## src/pn_corr_regs.svh

```systemverilog
`ifndef PN_CORR_REGS_SVH
`define PN_CORR_REGS_SVH

// Register indices; byte address is four times the index
`define IDX_PRE_COEF    6'h07
`define IDX_PRE_COEF_END 6'h16
`define IDX_DATA_COEF   6'h17
`define IDX_DATA_COEF_END 6'h26
`define IDX_AVG_CTRL    6'h27
`define IDX_VIEWPORT    6'h28
`define IDX_PRE_THR_LO  6'h29
`define IDX_PRE_THR_HI  6'h2A
`define IDX_DATA_THR_LO 6'h2B
`define IDX_DATA_THR_HI 6'h2C
`define IDX_CHIPS       6'h2D
`define IDX_BLEN_LO     6'h2E
`define IDX_MISS_LIM    6'h2F
`define IDX_BURST_CTRL  6'h30
`define IDX_TAP_PWR     6'h39
`define IDX_BLEN_HI     6'h3A
`define IDX_STATUS      6'h3B
`define IDX_MISS_CNT    6'h3C

// Field positions
`define AVG_BYPASS_BIT  0
`define BC_ABORT_EN_BIT 0
`define BC_MAXSEL_DIS_BIT 3
`define BC_LEN_DIS_BIT  6
`define TAP_GROUPS      7
`define TAPS_PER_GROUP  7

// Coefficient codes
`define COEF_PLUS       2'h1
`define COEF_MINUS      2'h3

// Reset values
`define RST_BYTE        8'h00
`define RST_CHIPS       8'h40
`define RST_THR_LO      8'hFF
`define RST_THR_HI      8'h03

// Timing counts in baseband samples
`define FLY_WIN         11'h001
`define SEL_LAT         11'h003

`endif

```

## src/pn_corr_pkg.sv

```systemverilog
package pn_corr_pkg;
  // Receiver operating mode
  typedef enum logic {MODE_ACQ, MODE_TRACK} rx_mode_t;
  // Averaged 3-bit offset sample
  typedef logic signed [2:0] samp_t;
  // Signed tap product
  typedef logic signed [3:0] prod_t;
  // Raw correlator output
  typedef logic signed [9:0] corr_t;
  // Viewport output
  typedef logic signed [7:0] view_t;
  // Power estimate
  typedef logic [9:0] pwr_t;
endpackage : pn_corr_pkg

```

## src/pn_correlator_symbol_tracker.sv

```systemverilog
// Functional notes
// [RULE1] Separate preamble and data codes, 64 chips
// [RULE2] Ternary 2-bit taps; zero end taps shorten
// [RULE3] Seven-tap groups powered down by bits 6-0
// [RULE4] Tap 0 first in line, 63 last
// [RULE5] Burst starts in acquisition with preamble set
// [RULE6] Preamble detect switches to data set
// [RULE7] Averager sums sample pairs, unbiased 3-bit rounding
// [RULE8] Averager control bit 0 bypasses averager
// [RULE9] 64-tap correlation sum every baseband sample
// [RULE10] Shared saturating viewport makes 8-bit outputs
// [RULE11] Power is max plus half min
// [RULE12] Symbol pulse when power exceeds threshold
// [RULE13] Threshold chosen by acquisition or data mode
// [RULE14] Flywheel accepts detects within one sample window
// [RULE15] Missing detect inserted one symbol after last
// [RULE16] Max selector picks peak of three
// [RULE17] Missed detects counted; optional abort to acquisition
// [RULE18] Burst length reached returns to acquisition
// [RULE19] Burst control bit 6 disables length return
// [RULE20] Upstream gives 3-bit samples, two per chip
// [RULE21] Return to acquisition clears counters and timing
`timescale 1ns/100ps
`default_nettype none
`include "pn_corr_regs.svh"

module pn_correlator_symbol_tracker #(
  parameter int TAPS = 64
) (
  // APB clock and reset
  input  wire logic                 pclk,
  input  wire logic                 presetn,
  // APB slave
  input  wire logic                 psel,
  input  wire logic                 penable,
  input  wire logic                 pwrite,
  input  wire logic [7:0]           paddr,
  input  wire logic [31:0]          pwdata,
  output var  logic [31:0]          prdata,
  output var  logic                 pready,
  output var  logic                 pslverr,
  // Baseband samples from the integrate-and-dump stage
  input  wire logic                 samp_valid,
  input  wire pn_corr_pkg::samp_t   samp_i,
  input  wire pn_corr_pkg::samp_t   samp_q,
  // Despread outputs
  output var  logic                 desp_valid,
  output var  pn_corr_pkg::view_t   desp_i,
  output var  pn_corr_pkg::view_t   desp_q,
  output var  pn_corr_pkg::pwr_t    power,
  // Symbol timing
  output var  logic                 sym_pulse,
  output var  logic                 acq_mode
);
  import pn_corr_pkg::*;

  // Writable register indices
  function automatic logic is_rw(input logic [5:0] idx);
    is_rw = (idx >= `IDX_PRE_COEF && idx <= `IDX_BURST_CTRL) ||
            idx == `IDX_TAP_PWR || idx == `IDX_BLEN_HI;
  endfunction : is_rw

  // Shift right by sel, saturate to 8 bits
  function automatic view_t viewport(input corr_t x, input logic [1:0] sel);
    corr_t s;
    s = x >>> sel;
    if (s > 10'sd127)       viewport = 8'sh7F;
    else if (s < -10'sd128) viewport = 8'sh80;
    else                    viewport = s[7:0];
  endfunction : viewport

  // Absolute value of a viewport output
  function automatic logic [7:0] absval(input view_t x);
    absval = x[7] ? 8'(-x) : 8'(x);
  endfunction : absval

  // ---------------- Register file ----------------
  logic [7:0]  cfg_reg  [0:63];        // Byte registers by index
  logic [7:0]  cfg_next [0:63];        // Next register values
  logic [31:0] prdata_reg, prdata_next; // Read data
  logic        pready_reg, pready_next; // Access-phase ready
  logic        pslverr_reg, pslverr_next; // Error answer
  logic [5:0]  idx;                    // Word index of paddr
  logic [7:0]  miss_reg;               // Missed detects in burst
  logic        acq_reg;                // Acquisition flag
  logic [7:0]  rd_byte;                // Selected read byte

  assign idx = paddr[7:2];

  // Bus decode, write and read mux
  always_comb begin
    for (int k = 0; k < 64; k++) begin
      cfg_next[k] = cfg_reg[k];
    end
    rd_byte = 8'h00;
    if (is_rw(idx))                rd_byte = cfg_reg[idx];
    else if (idx == `IDX_STATUS)   rd_byte = {7'h00, acq_reg};
    else if (idx == `IDX_MISS_CNT) rd_byte = miss_reg;
    // Answer prepared in setup
    pready_next  = psel && !penable;
    prdata_next  = {24'h000000, rd_byte};
    pslverr_next = (paddr[1:0] != 2'h0) ||
                   !(is_rw(idx) || idx == `IDX_STATUS || idx == `IDX_MISS_CNT);
    if (psel && penable && pready_reg && pwrite && !pslverr_reg && is_rw(idx)) begin
      cfg_next[idx] = pwdata[7:0];
    end
  end

  // Register file flops
  always_ff @(posedge pclk or negedge presetn) begin
    if (!presetn) begin
      for (int k = 0; k < 64; k++) begin
        cfg_reg[k] <= `RST_BYTE;
      end
      cfg_reg[`IDX_CHIPS]       <= `RST_CHIPS;
      cfg_reg[`IDX_PRE_THR_LO]  <= `RST_THR_LO;
      cfg_reg[`IDX_PRE_THR_HI]  <= `RST_THR_HI;
      cfg_reg[`IDX_DATA_THR_LO] <= `RST_THR_LO;
      cfg_reg[`IDX_DATA_THR_HI] <= `RST_THR_HI;
      prdata_reg  <= 32'h00000000;
      pready_reg  <= 1'b0;
      pslverr_reg <= 1'b0;
    end else begin
      for (int k = 0; k < 64; k++) begin
        cfg_reg[k] <= cfg_next[k];
      end
      prdata_reg  <= prdata_next;
      pready_reg  <= pready_next;
      pslverr_reg <= pslverr_next;
    end
  end

  // Configuration fields
  logic        avg_bypass;  // Averager bypass
  logic [1:0]  view_sel;    // Viewport select
  logic [9:0]  thr;         // Threshold in use
  logic [10:0] sym_len;     // Samples per symbol
  logic [15:0] burst_len;   // Symbols per burst
  logic        abort_en;    // Missed-detect abort enable
  logic        maxsel_dis;  // Max selector disable
  logic        len_dis;     // Burst length return disable
  logic [6:0]  tap_pwr;     // Tap group power-down

  assign avg_bypass = cfg_reg[`IDX_AVG_CTRL][`AVG_BYPASS_BIT];  // RULE8
  assign view_sel   = cfg_reg[`IDX_VIEWPORT][1:0];
  assign thr        = acq_reg ?                                    // RULE13
                      {cfg_reg[`IDX_PRE_THR_HI][1:0], cfg_reg[`IDX_PRE_THR_LO]} :
                      {cfg_reg[`IDX_DATA_THR_HI][1:0], cfg_reg[`IDX_DATA_THR_LO]};
  assign sym_len    = {2'b00, cfg_reg[`IDX_CHIPS], 1'b0};
  assign burst_len  = {cfg_reg[`IDX_BLEN_HI], cfg_reg[`IDX_BLEN_LO]};
  assign abort_en   = cfg_reg[`IDX_BURST_CTRL][`BC_ABORT_EN_BIT];
  assign maxsel_dis = cfg_reg[`IDX_BURST_CTRL][`BC_MAXSEL_DIS_BIT];
  assign len_dis    = cfg_reg[`IDX_BURST_CTRL][`BC_LEN_DIS_BIT];
  assign tap_pwr    = cfg_reg[`IDX_TAP_PWR][6:0];

  // ---------------- Front-end averager ----------------
  samp_t prev_i_reg, prev_i_next;  // Previous raw I sample
  samp_t prev_q_reg, prev_q_next;  // Previous raw Q sample
  samp_t avg_i_reg, avg_i_next;    // Averaged I
  samp_t avg_q_reg, avg_q_next;    // Averaged Q
  logic  avg_v_reg, avg_v_next;    // Averaged sample valid
  logic  rtog_reg, rtog_next;      // Rounding direction toggle

  // Sum of two offset samples
  always_comb begin
    logic signed [3:0] si;
    logic signed [3:0] sq;
    si = 4'(samp_i) + 4'(prev_i_reg);
    sq = 4'(samp_q) + 4'(prev_q_reg);
    prev_i_next = prev_i_reg;
    prev_q_next = prev_q_reg;
    avg_i_next  = avg_i_reg;
    avg_q_next  = avg_q_reg;
    rtog_next   = rtog_reg;
    avg_v_next  = samp_valid;
    if (samp_valid) begin                                 // RULE20
      prev_i_next = samp_i;
      prev_q_next = samp_q;
      if (avg_bypass) begin                               // RULE8
        avg_i_next = samp_i;
        avg_q_next = samp_q;
      end else begin
        // Toggle rounds odd sums without bias
        avg_i_next = 3'((si + 4'(si[0] & rtog_reg)) >>> 1);   // RULE7
        avg_q_next = 3'((sq + 4'(sq[0] & rtog_reg)) >>> 1);   // RULE7
        rtog_next  = rtog_reg ^ si[0] ^ sq[0];
      end
    end
  end

  // Averager flops
  always_ff @(posedge pclk or negedge presetn) begin
    if (!presetn) begin
      prev_i_reg <= 3'sh0;
      prev_q_reg <= 3'sh0;
      avg_i_reg  <= 3'sh0;
      avg_q_reg  <= 3'sh0;
      avg_v_reg  <= 1'b0;
      rtog_reg   <= 1'b0;
    end else begin
      prev_i_reg <= prev_i_next;
      prev_q_reg <= prev_q_next;
      avg_i_reg  <= avg_i_next;
      avg_q_reg  <= avg_q_next;
      avg_v_reg  <= avg_v_next;
      rtog_reg   <= rtog_next;
    end
  end

  // ---------------- Matched filter ----------------
  samp_t dl_i_reg [0:TAPS-1];  // I delay line, tap 0 newest
  samp_t dl_q_reg [0:TAPS-1];  // Q delay line
  prod_t prod_i   [0:TAPS-1];  // I tap products
  prod_t prod_q   [0:TAPS-1];  // Q tap products

  // Delay lines and per-tap multipliers
  genvar t;
  generate
    for (t = 0; t < TAPS; t++) begin : g_tap
      logic [7:0]  cbyte;  // Coefficient byte for this tap
      logic [1:0]  coef;   // Ternary coefficient
      logic        off;    // Tap group powered down
      prod_t       vi;     // Offset I value times two
      prod_t       vq;     // Offset Q value times two
      assign cbyte = acq_reg ? cfg_reg[`IDX_PRE_COEF + 6'(t / 4)]      // RULE5
                             : cfg_reg[`IDX_DATA_COEF + 6'(t / 4)];    // RULE6 RULE1
      assign coef  = cbyte[2 * (t % 4) +: 2];                          // RULE2
      assign off   = (t / `TAPS_PER_GROUP < `TAP_GROUPS) &&
                     tap_pwr[t / `TAPS_PER_GROUP];                     // RULE3
      assign vi    = {dl_i_reg[t], 1'b1};
      assign vq    = {dl_q_reg[t], 1'b1};
      assign prod_i[t] = (off || coef == 2'h0 || coef == 2'h2) ? 4'sh0 :
                         (coef == `COEF_PLUS) ? vi : 4'(-vi);          // RULE2
      assign prod_q[t] = (off || coef == 2'h0 || coef == 2'h2) ? 4'sh0 :
                         (coef == `COEF_PLUS) ? vq : 4'(-vq);
      // Sample enters at tap 0
      always_ff @(posedge pclk or negedge presetn) begin
        if (!presetn) begin
          dl_i_reg[t] <= 3'sh0;
          dl_q_reg[t] <= 3'sh0;
        end else if (avg_v_reg) begin                                  // RULE4
          dl_i_reg[t] <= (t == 0) ? avg_i_reg : dl_i_reg[(t == 0) ? 0 : t - 1];
          dl_q_reg[t] <= (t == 0) ? avg_q_reg : dl_q_reg[(t == 0) ? 0 : t - 1];
        end
      end
    end
  endgenerate

  corr_t corr_i_reg, corr_i_next;  // I correlation
  corr_t corr_q_reg, corr_q_next;  // Q correlation
  logic  corr_v_reg, corr_v_next;  // Correlation valid

  // Adder trees
  always_comb begin
    corr_t si;
    corr_t sq;
    si = 10'sh000;
    sq = 10'sh000;
    for (int k = 0; k < TAPS; k++) begin
      si = si + 10'(prod_i[k]);                                        // RULE9
      sq = sq + 10'(prod_q[k]);
    end
    corr_v_next = avg_v_reg;
    corr_i_next = avg_v_reg ? si : corr_i_reg;
    corr_q_next = avg_v_reg ? sq : corr_q_reg;
  end

  // Correlator output flops
  always_ff @(posedge pclk or negedge presetn) begin
    if (!presetn) begin
      corr_i_reg <= 10'sh000;
      corr_q_reg <= 10'sh000;
      corr_v_reg <= 1'b0;
    end else begin
      corr_i_reg <= corr_i_next;
      corr_q_reg <= corr_q_next;
      corr_v_reg <= corr_v_next;
    end
  end

  // ---------------- Viewport and power ----------------
  view_t vw_i_reg, vw_i_next;  // Despread I
  view_t vw_q_reg, vw_q_next;  // Despread Q
  pwr_t  pwr_reg, pwr_next;    // Power estimate
  logic  pv_reg, pv_next;      // Power valid

  // Shared viewport then max plus half min
  always_comb begin
    view_t      a;
    view_t      b;
    logic [7:0] ma;
    logic [7:0] mb;
    a  = viewport(corr_i_reg, view_sel);                               // RULE10
    b  = viewport(corr_q_reg, view_sel);                               // RULE10
    ma = absval(a);
    mb = absval(b);
    pv_next   = corr_v_reg;
    vw_i_next = corr_v_reg ? a : vw_i_reg;
    vw_q_next = corr_v_reg ? b : vw_q_reg;
    pwr_next  = pwr_reg;
    if (corr_v_reg) begin
      pwr_next = (ma > mb) ? 10'(ma) + 10'(mb >> 1) : 10'(mb) + 10'(ma >> 1); // RULE11
    end
  end

  // Viewport and power flops
  always_ff @(posedge pclk or negedge presetn) begin
    if (!presetn) begin
      vw_i_reg <= 8'sh00;
      vw_q_reg <= 8'sh00;
      pwr_reg  <= 10'h000;
      pv_reg   <= 1'b0;
    end else begin
      vw_i_reg <= vw_i_next;
      vw_q_reg <= vw_q_next;
      pwr_reg  <= pwr_next;
      pv_reg   <= pv_next;
    end
  end

  // ---------------- Symbol tracker ----------------
  rx_mode_t    mode_reg, mode_next;    // Acquisition or tracking
  logic [10:0] tcnt_reg, tcnt_next;    // Samples since last valid symbol
  logic [1:0]  run_reg, run_next;      // Length of current over-threshold run
  pwr_t        peak_reg, peak_next;    // Largest power in run
  logic [1:0]  age_reg, age_next;      // Samples since that peak
  logic [15:0] symcnt_reg, symcnt_next; // Symbols in burst
  logic [7:0]  miss_next;              // Next missed count
  logic        acq_next;               // Next acquisition flag
  logic        pulse_reg, pulse_next;  // Symbol clock pulse

  // Detection, flywheel and burst counts
  always_comb begin
    logic        exceed;
    logic        det;
    logic [1:0]  dage;
    logic [10:0] now;
    logic [10:0] pk;
    logic        sym;
    logic        leave;
    exceed = pwr_reg > thr;                                            // RULE12
    det    = 1'b0;
    dage   = 2'h0;
    now    = tcnt_reg + 11'h001;
    sym    = 1'b0;
    leave  = 1'b0;
    pk     = 11'h000;
    mode_next   = mode_reg;
    tcnt_next   = tcnt_reg;
    run_next    = run_reg;
    peak_next   = peak_reg;
    age_next    = age_reg;
    symcnt_next = symcnt_reg;
    miss_next   = miss_reg;
    if (pv_reg) begin
      tcnt_next = now;
      // Max of up to three adjacent samples
      if (maxsel_dis) begin
        det = exceed;                                                  // RULE16
      end else if (exceed) begin
        run_next  = run_reg + 2'h1;
        peak_next = (run_reg == 2'h0 || pwr_reg > peak_reg) ? pwr_reg : peak_reg;
        age_next  = (run_reg == 2'h0 || pwr_reg > peak_reg) ? 2'h0 : age_reg + 2'h1;
        if (run_reg == 2'h2) begin                                     // RULE16
          det      = 1'b1;
          dage     = age_next;
          run_next = 2'h0;
        end
      end else if (run_reg != 2'h0) begin
        det      = 1'b1;
        dage     = age_reg + 2'h1;
        run_next = 2'h0;
      end
      pk = now - 11'(dage);
      case (mode_reg)
        MODE_ACQ: begin
          if (det) begin                                               // RULE6
            mode_next   = MODE_TRACK;
            tcnt_next   = 11'(dage);
            sym         = 1'b1;
            symcnt_next = 16'h0000;
            miss_next   = 8'h00;
          end
        end
        MODE_TRACK: begin
          if (det && pk + `FLY_WIN >= sym_len && pk <= sym_len + `FLY_WIN) begin // RULE14
            tcnt_next   = 11'(dage);
            sym         = 1'b1;
            symcnt_next = symcnt_reg + 16'h0001;
          end else if (now == sym_len + `FLY_WIN + `SEL_LAT) begin
            // Inserted pulse keeps the nominal grid
            tcnt_next   = now - sym_len;                               // RULE15
            sym         = 1'b1;
            symcnt_next = symcnt_reg + 16'h0001;
            miss_next   = miss_reg + 8'h01;                            // RULE17
            leave       = abort_en && miss_next > cfg_reg[`IDX_MISS_LIM]; // RULE17
          end
          if (sym && !len_dis && symcnt_next == burst_len) begin       // RULE18 RULE19
            leave = 1'b1;
          end
          if (leave) begin                                             // RULE21
            mode_next   = MODE_ACQ;
            tcnt_next   = 11'h000;
            run_next    = 2'h0;
            symcnt_next = 16'h0000;
            miss_next   = 8'h00;
          end
        end
        default: begin
          mode_next = MODE_ACQ;
        end
      endcase
    end
    pulse_next = sym;
    acq_next   = (mode_next == MODE_ACQ);                              // RULE5
  end

  // Tracker flops
  always_ff @(posedge pclk or negedge presetn) begin
    if (!presetn) begin
      mode_reg   <= MODE_ACQ;
      tcnt_reg   <= 11'h000;
      run_reg    <= 2'h0;
      peak_reg   <= 10'h000;
      age_reg    <= 2'h0;
      symcnt_reg <= 16'h0000;
      miss_reg   <= 8'h00;
      acq_reg    <= 1'b1;
      pulse_reg  <= 1'b0;
    end else begin
      mode_reg   <= mode_next;
      tcnt_reg   <= tcnt_next;
      run_reg    <= run_next;
      peak_reg   <= peak_next;
      age_reg    <= age_next;
      symcnt_reg <= symcnt_next;
      miss_reg   <= miss_next;
      acq_reg    <= acq_next;
      pulse_reg  <= pulse_next;
    end
  end

  // Outputs straight from flops
  assign prdata     = prdata_reg;
  assign pready     = pready_reg;
  assign pslverr    = pslverr_reg;
  assign desp_valid = pv_reg;
  assign desp_i     = vw_i_reg;
  assign desp_q     = vw_q_reg;
  assign power      = pwr_reg;
  assign sym_pulse  = pulse_reg;
  assign acq_mode   = acq_reg;

endmodule : pn_correlator_symbol_tracker
`default_nettype wire

```

## config.mk

```make
export PLATFORM = sky130hd
export DESIGN_NAME = pn_correlator_symbol_tracker
export DESIGN_NICKNAME = d
export VERILOG_FILES = /design/src/pn_corr_pkg.sv /design/src/pn_correlator_symbol_tracker.sv
export VERILOG_INCLUDE_DIRS = /design/src
export SDC_FILE = /design/constraint.sdc
export NUM_CORES = 2
export LEC_CHECK = 0
export BUFFER_PORTS_ARGS = -buffer_cell sky130_fd_sc_hd__buf_2
export CORE_MARGIN = 2
export CORE_UTILIZATION = 52
export CTS_CLUSTER_DIAMETER = 200
export DETAILED_ROUTE_END_ITERATION = 10
export PLACE_DENSITY = 0.8
export REMOVE_ABC_BUFFERS = 1
export SLEW_MARGIN = 25
export SYNTH_ARGS = -nofsm -noshare
export SYNTH_HDL_FRONTEND = slang
export SYNTH_SLANG_ARGS = --single-unit
```

## constraint.sdc

```tcl
create_clock -name pclk -period 13.5 [get_ports pclk]
set_clock_uncertainty 0.05 [all_clocks]
set_input_delay 0.675 -clock pclk [delete_from_list [all_inputs] [get_ports pclk]]
set_output_delay 0.675 -clock pclk [all_outputs]
set_load 0.01 [all_outputs]
```

Word-level counts from Yosys, hierarchy flattened
Index checks and enable logic that the tools add are counted.
{ "word_totals": {"reg_bits": 1020, "in_bits": 52, "output_inout_bits": 63, "wordCells": 1200} }
{ "op_classes": {"n_addsub": 272, "n_lt_le_gt_ge": 14, "eq_ne": 138, "shift": 2, "n_mux": 340, "bitwise": 9, "n_reduce_logical": 208} }
{ "ops": {"columns": ["cell", "n"], "rows": [
  ["adder 10 x 4 -> 10 bit", 114],
  ["2-to-1 mux 4 bit", 256],
  ["bitwise mux 512 bit", 1],
  ["negator 4 bit", 128],
  ["2-to-1 mux 8 bit", 32],
  ["== test 2 bit, second input constant", 65],
  ["logical NOT 2 bit", 65],
  ["== test 2 x 1 -> 1 bit, second input constant", 64],
  ["logical OR 1 bit", 119],
  ["2-to-1 mux 16 bit", 6],
  ["binary-select mux 8 bit (select 6 bit)", 1],
  ["demux 8 bit (select 6 bit)", 1],
  ["2-to-1 mux 11 bit", 4],
  ["one-hot mux 16 bit (2 select lines)", 1],
  ["== test 6 bit, second input constant", 4],
  ["2-to-1 mux 2 bit", 12],
  ["adder 11 x 1 -> 11 bit, second input constant", 2],
  ["one-hot mux 11 bit (2 select lines)", 1],
  ["adder 9 x 4 -> 10 bit", 2],
  ["greater-than comparator 10 bit", 2],
  ["greater-than comparator 10 x 8 -> 1 bit, second input constant", 2],
  ["less-than comparator 10 x 8 -> 1 bit, second input constant", 2],
  [">>> shifter 10 x 2 -> 10 bit", 2],
  ["adder 8 x 4 -> 9 bit", 2],
  ["other kinds (43)", 95]
]} }

Depth between registers and ports, before layout
{ "depth": {"word_depth": 68, "depth_mapped": 39, "ltp_nobuf": 33} }

Least setup slack after synthesis
Ideal clock, no wire load.
{ "synth_timing": {"path_type": "flip-flop to flip-flop", "start": "reg acq_reg, in the netlist acq_mode", "end": "reg corr_q_reg[9]", "setup_ns": 0.125, "t_arrival_ns": 9.371, "required_ns": 13.325, "path_slack_ns": 3.954, "stages_incl_launch_ff": 34, "n_path_buf": 4, "synth_period_minus_slack_ns": 9.546, "cell_sequence": "dfstp_2 -> clkbuf_1 -> clkbuf_1 -> clkbuf_1 -> buf_1 -> mux2i_1 -> nor2_1 -> inv_1 -> nor2_1 -> fa_1 -> fa_1 -> inv_1 -> fa_1 -> inv_1 -> fa_1 -> fa_1 -> inv_1 -> fa_1 -> fa_1 -> fa_1 -> inv_1 -> fa_1 -> inv_1 -> fa_1 -> inv_1 -> ha_1 -> a21o_1 -> a21o_1 -> a21o_1 -> a21oi_1 -> o21bai_1 -> a21oi_1 -> xnor2_1 -> mux2_2"} }
{ "synth_between": {"elab_chain_len": 68, "elab_cells_between_ends": 512, "classes_between": "add/sub: 63; eq/ne: 128; mux: 144; reduce/logical: 177"} }
{ "synth_rtl": {"columns": ["element", "line_no", "text"], "rows": [
  ["start: declaration", "pn_correlator_symbol_tracker.sv:85", "logic acq_reg;"],
  ["start signal: assignment", "pn_correlator_symbol_tracker.sv:438", "acq_reg <= acq_next;"],
  ["2-to-1 mux 8 bit", "pn_correlator_symbol_tracker.sv:225", "assign cbyte = acq_reg ? cfg_reg[`IDX_PRE_COEF + 6'(t / 4)]"],
  ["logical NOT 2 bit", "pn_correlator_symbol_tracker.sv:234", "assign prod_q[t] = (off || coef == 2'h0 || coef == 2'h2) ? 4'sh0 :"],
  ["logical OR 1 bit (2 in a row)", "pn_correlator_symbol_tracker.sv:234", null],
  ["2-to-1 mux 4 bit", "pn_correlator_symbol_tracker.sv:234", null],
  ["adder 4 x 4 -> 5 bit", "pn_correlator_symbol_tracker.sv:261", "sq = sq + 10'(prod_q[k]);"],
  ["adder 5 x 4 -> 6 bit", "pn_correlator_symbol_tracker.sv:261", null],
  ["adder 6 x 4 -> 7 bit", "pn_correlator_symbol_tracker.sv:261", null],
  ["adder 7 x 4 -> 8 bit", "pn_correlator_symbol_tracker.sv:261", null],
  ["adder 8 x 4 -> 9 bit", "pn_correlator_symbol_tracker.sv:261", null],
  ["adder 9 x 4 -> 10 bit", "pn_correlator_symbol_tracker.sv:261", null],
  ["adder 10 x 4 -> 10 bit (56 in a row)", "pn_correlator_symbol_tracker.sv:261", null],
  ["adder 10 x 4 -> 10 bit (*)", "pn_correlator_symbol_tracker.sv:261", null],
  ["end signal: assignment", "pn_correlator_symbol_tracker.sv:276", "corr_q_reg <= corr_q_next;"],
  ["end: declaration", "pn_correlator_symbol_tracker.sv:250", "corr_t corr_q_reg, corr_q_next;"]
]} }
Mark *: on every way between the ends. The rest lies on a longest branch, timed or not.
A chain may end at the register's enable or synchronous reset.

Final worst setup path
Ends and elaborated chain as after synthesis.

==> run metrics <==
status=finished clean; Die ar.=133000 sq um; crit path DAT=11150 ps; FILL cells=10200; Avg Inst Size Synth=12.0 sq um; clock tree sinks=1017; Routed WL=168 mm; leakage=33.7 nW; FF/Latch Area=25500 sq um; slew of the pin with the lowest slew margin=1080 ps; CP Data Required Time=14020 ps; Clock Tree Buf Depth=3; later-pin clock latency in the skew report=760 ps; aggregate global routing overflow=0; most frequent cells in the layout=994 x dfrtp_1, 769 x mux2_2, 632 x inv_1, 573 x fa_1, 393 x nand2_1; area growth from synthesis to layout=7.64%; Synth top area share=36.8%; DR iter-0 viols=3590; Reg2Reg Launch Point=acq_mode; DR vias/cell=5.69; Initial Util=52.3%; most common cell after layout, fill and taps aside=dfrtp_1; crit path launch type=flip-flop; R2R cell count=30; Fin Hold WS=62.8 ps; Largest register FFs=494; IO Count=115; number of global-route vias before repair=43800; fin util=56.3%; r2r endpoint=corr_q_reg[9]; post-CTS resize count=0; VDD IR max=98.9 uV; CP peak stage delay=1140 ps; global-route wire length before repair=260 mm; input/output buffers=65; hold path start=paddr[0]; Yosys cell types=85; hpwl dp=126 mm; Setup TNS=0 ps; Final Cycle Share=78.7%; register area share after synthesis=37.7%; WS Path Type=flip-flop to flip-flop; Syn Inst Count=5621; Global Route Usage Sum=25.7%; vias=41600; WHS Endpoint=pslverr; post-layout net count=6270; EDFF count, synth=0; register bit count reported by yosys=1017; leading area contributor after synthesis=dfrtp_1; initial antenna violation count=6; Yosys Warn Count=0; Tmin final=10630 ps; Core Region=129000 sq um; Max-cap violations=0; Die Y-Extent=365 microns; H-tree Lvls=3; post-route ant nets=0; R2R Setup Slk=2870 ps; Synth Cell Area=67700 sq um; Hold Crit Class=input pin to flip-flop; slowest stage cell, crit path=dfstp_4; share of layout cells above drive strength 1=23.2%; CTS tree=built; clock-pin slew on the worst setup and hold paths=70 ps; # DRC=0; fin. max-slew vios=0; main area contributors after synthesis=dfrtp_1 37%, fa_1 17%, mux2_2 13%, mux4_2 5.6%, xnor2_1 4.6%; GPL Wtd Cong=0.927; worst-path maximum fanout=57; multi-input logic area=38300 sq um; CP endpoint kind=flip-flop; WHS Path Cells=3; Post-synth top flop=dfrtp_1; fmax=0.0941 GHz; TritonRoute pass-1 iters=5; number of setup violations in the final report=0; largest net degree at the start of global routing=198; post-synthesis async set-or-reset flop share=100%; RSZ-0062 raised after global routing=no; Rel. slew slack=26.0%; final hold vios=0; num rows=132; Die Wd=365 microns; clock buffer count from CTS=103; Root Buffer Master=clkbuf_16; Cell Pwr Density=116 nW/um^2; Avg WL per Cell=23.0 microns; CP most frequent cell=fa_1
per-stage QoR:
stage	std cells	total power [mW]	cell area [sq um]	worst slack (ps)
2_1_floorplan	5260	4.95	66100	2330
6_report	7309	8.46	72800	2870
4_1_cts	7304	8.47	72700	2960
5_1_grt	7309	8.83	72800	2580
3_3_place_gp	7113	5.37	69100	3240
3_5_place_dp	7113	5.44	69100	3040
repair_timing:
item | in CTS | in global routing
endpoints found under the hold margin | 89 | 0
setup buffers | 0 | 0
setup endpoints to repair | 0 | 0
hold buffers | 2 | 0
cells in the mapped netlist (all sizes together), types with 5 or more instances:
master  count
o21bai     12
and2       27
o31ai      11
a221oi      6
nand4      16
and4        6
buf        75
o22ai       9
inv       633
fa        573
nand3      40
a31oi       9
a211oi      7
o21ai      80
a22o        9
nor4        8
clkbuf    310
mux4      168
dfrtp     995
nor2b      19
o211ai      8
o21a       11
or2        12
xor2      153
a21o       36
a21oi      98
nand2b     31
dfstp      22
a21boi      5
mux2      769
a22oi      13
nor2      270
nor3       31
and3       22
ha        164
mux2i     150
nand2     394
or3        12
xnor2     357
worst max path at each step:
| stage | start | end | slack [ps] | cells after the start |
|---|---|---|---|---|
| 2_1_floorplan | acq_mode | corr_i_reg[9] | 2330 | 28 |
| 3_3_place_gp | acq_mode | corr_q_reg[9] | 3240 | 26 |
| 3_5_place_dp | acq_mode | corr_q_reg[9] | 3040 | 30 |
| 4_1_cts | acq_mode | corr_q_reg[9] | 2960 | 30 |
| 5_1_grt | acq_mode | corr_q_reg[9] | 2580 | 30 |
| 6_report | acq_mode | corr_q_reg[9] | 2870 | 30 |
power breakdown:
| group | total, mW | leakage [nW] | internal [mW] | switching (mW) |
|---|---|---|---|---|
| Clock | 3.03 | 1.75 | 1.74 | 1.30 |
| Combinational | 1.67 | 18.3 | 0.808 | 0.858 |
| Sequential | 3.76 | 13.6 | 3.36 | 0.393 |
| Total | 8.46 | 33.7 | 5.91 | 2.55 |
per-layer routing:
layer | vias up | global-route usage (%) | routed length (microns)
met5 | - | 0 | 25
met4 | 4 | 12.8 | 8730
met3 | 318 | 6.39 | 14500
met2 | 1544 | 40.3 | 78200
met1 | 21500 | 33.5 | 67000
li1 | 18200 | - | -
worst max-delay path: cells and delay by family, from the launching register on:
kind	cells	cell delay, ps
muxes	2	1120
AOI/OAI and AO/OA	6	1100
and+or+nand+nor	1	110
buffers and inverters	8	840
DFF	1	1140
xor gates and xnor gates	2	340
adders and majority gates	11	5540
area by class of cell:
| type | instances | share of cell area (%) |
|---|---|---|
| timing repair buffer | 116 | 1.16 |
| antenna | 2 | 0.00687 |
| sequential | 1017 | 35.0 |
| multi-input combinational | 3610 | 52.7 |
| inverter | 633 | 3.26 |
| clock inverter | 47 | 0.921 |
| tap | 1742 | 2.99 |
| clock buffer | 142 | 4.00 |
kinds of logic (layout without fill, tap and decap cells):
| family | Yosys count | after routing | share of synthesized area, % |
|---|---|---|---|
| flops | 1017 | 1017 | 37.7 |
| fa+ha+maj | 737 | 737 | 20.0 |
| buf+inv | 1018 | 938 | 5.88 |
| compound gates | 346 | 346 | 3.28 |
| simple gates | 905 | 905 | 5.95 |
| other cells | 1 | 27 | 0.00554 |
| mux | 1087 | 1087 | 20.6 |
| xor+xnor | 510 | 510 | 6.62 |
Power figures use the tool's default switching activity.
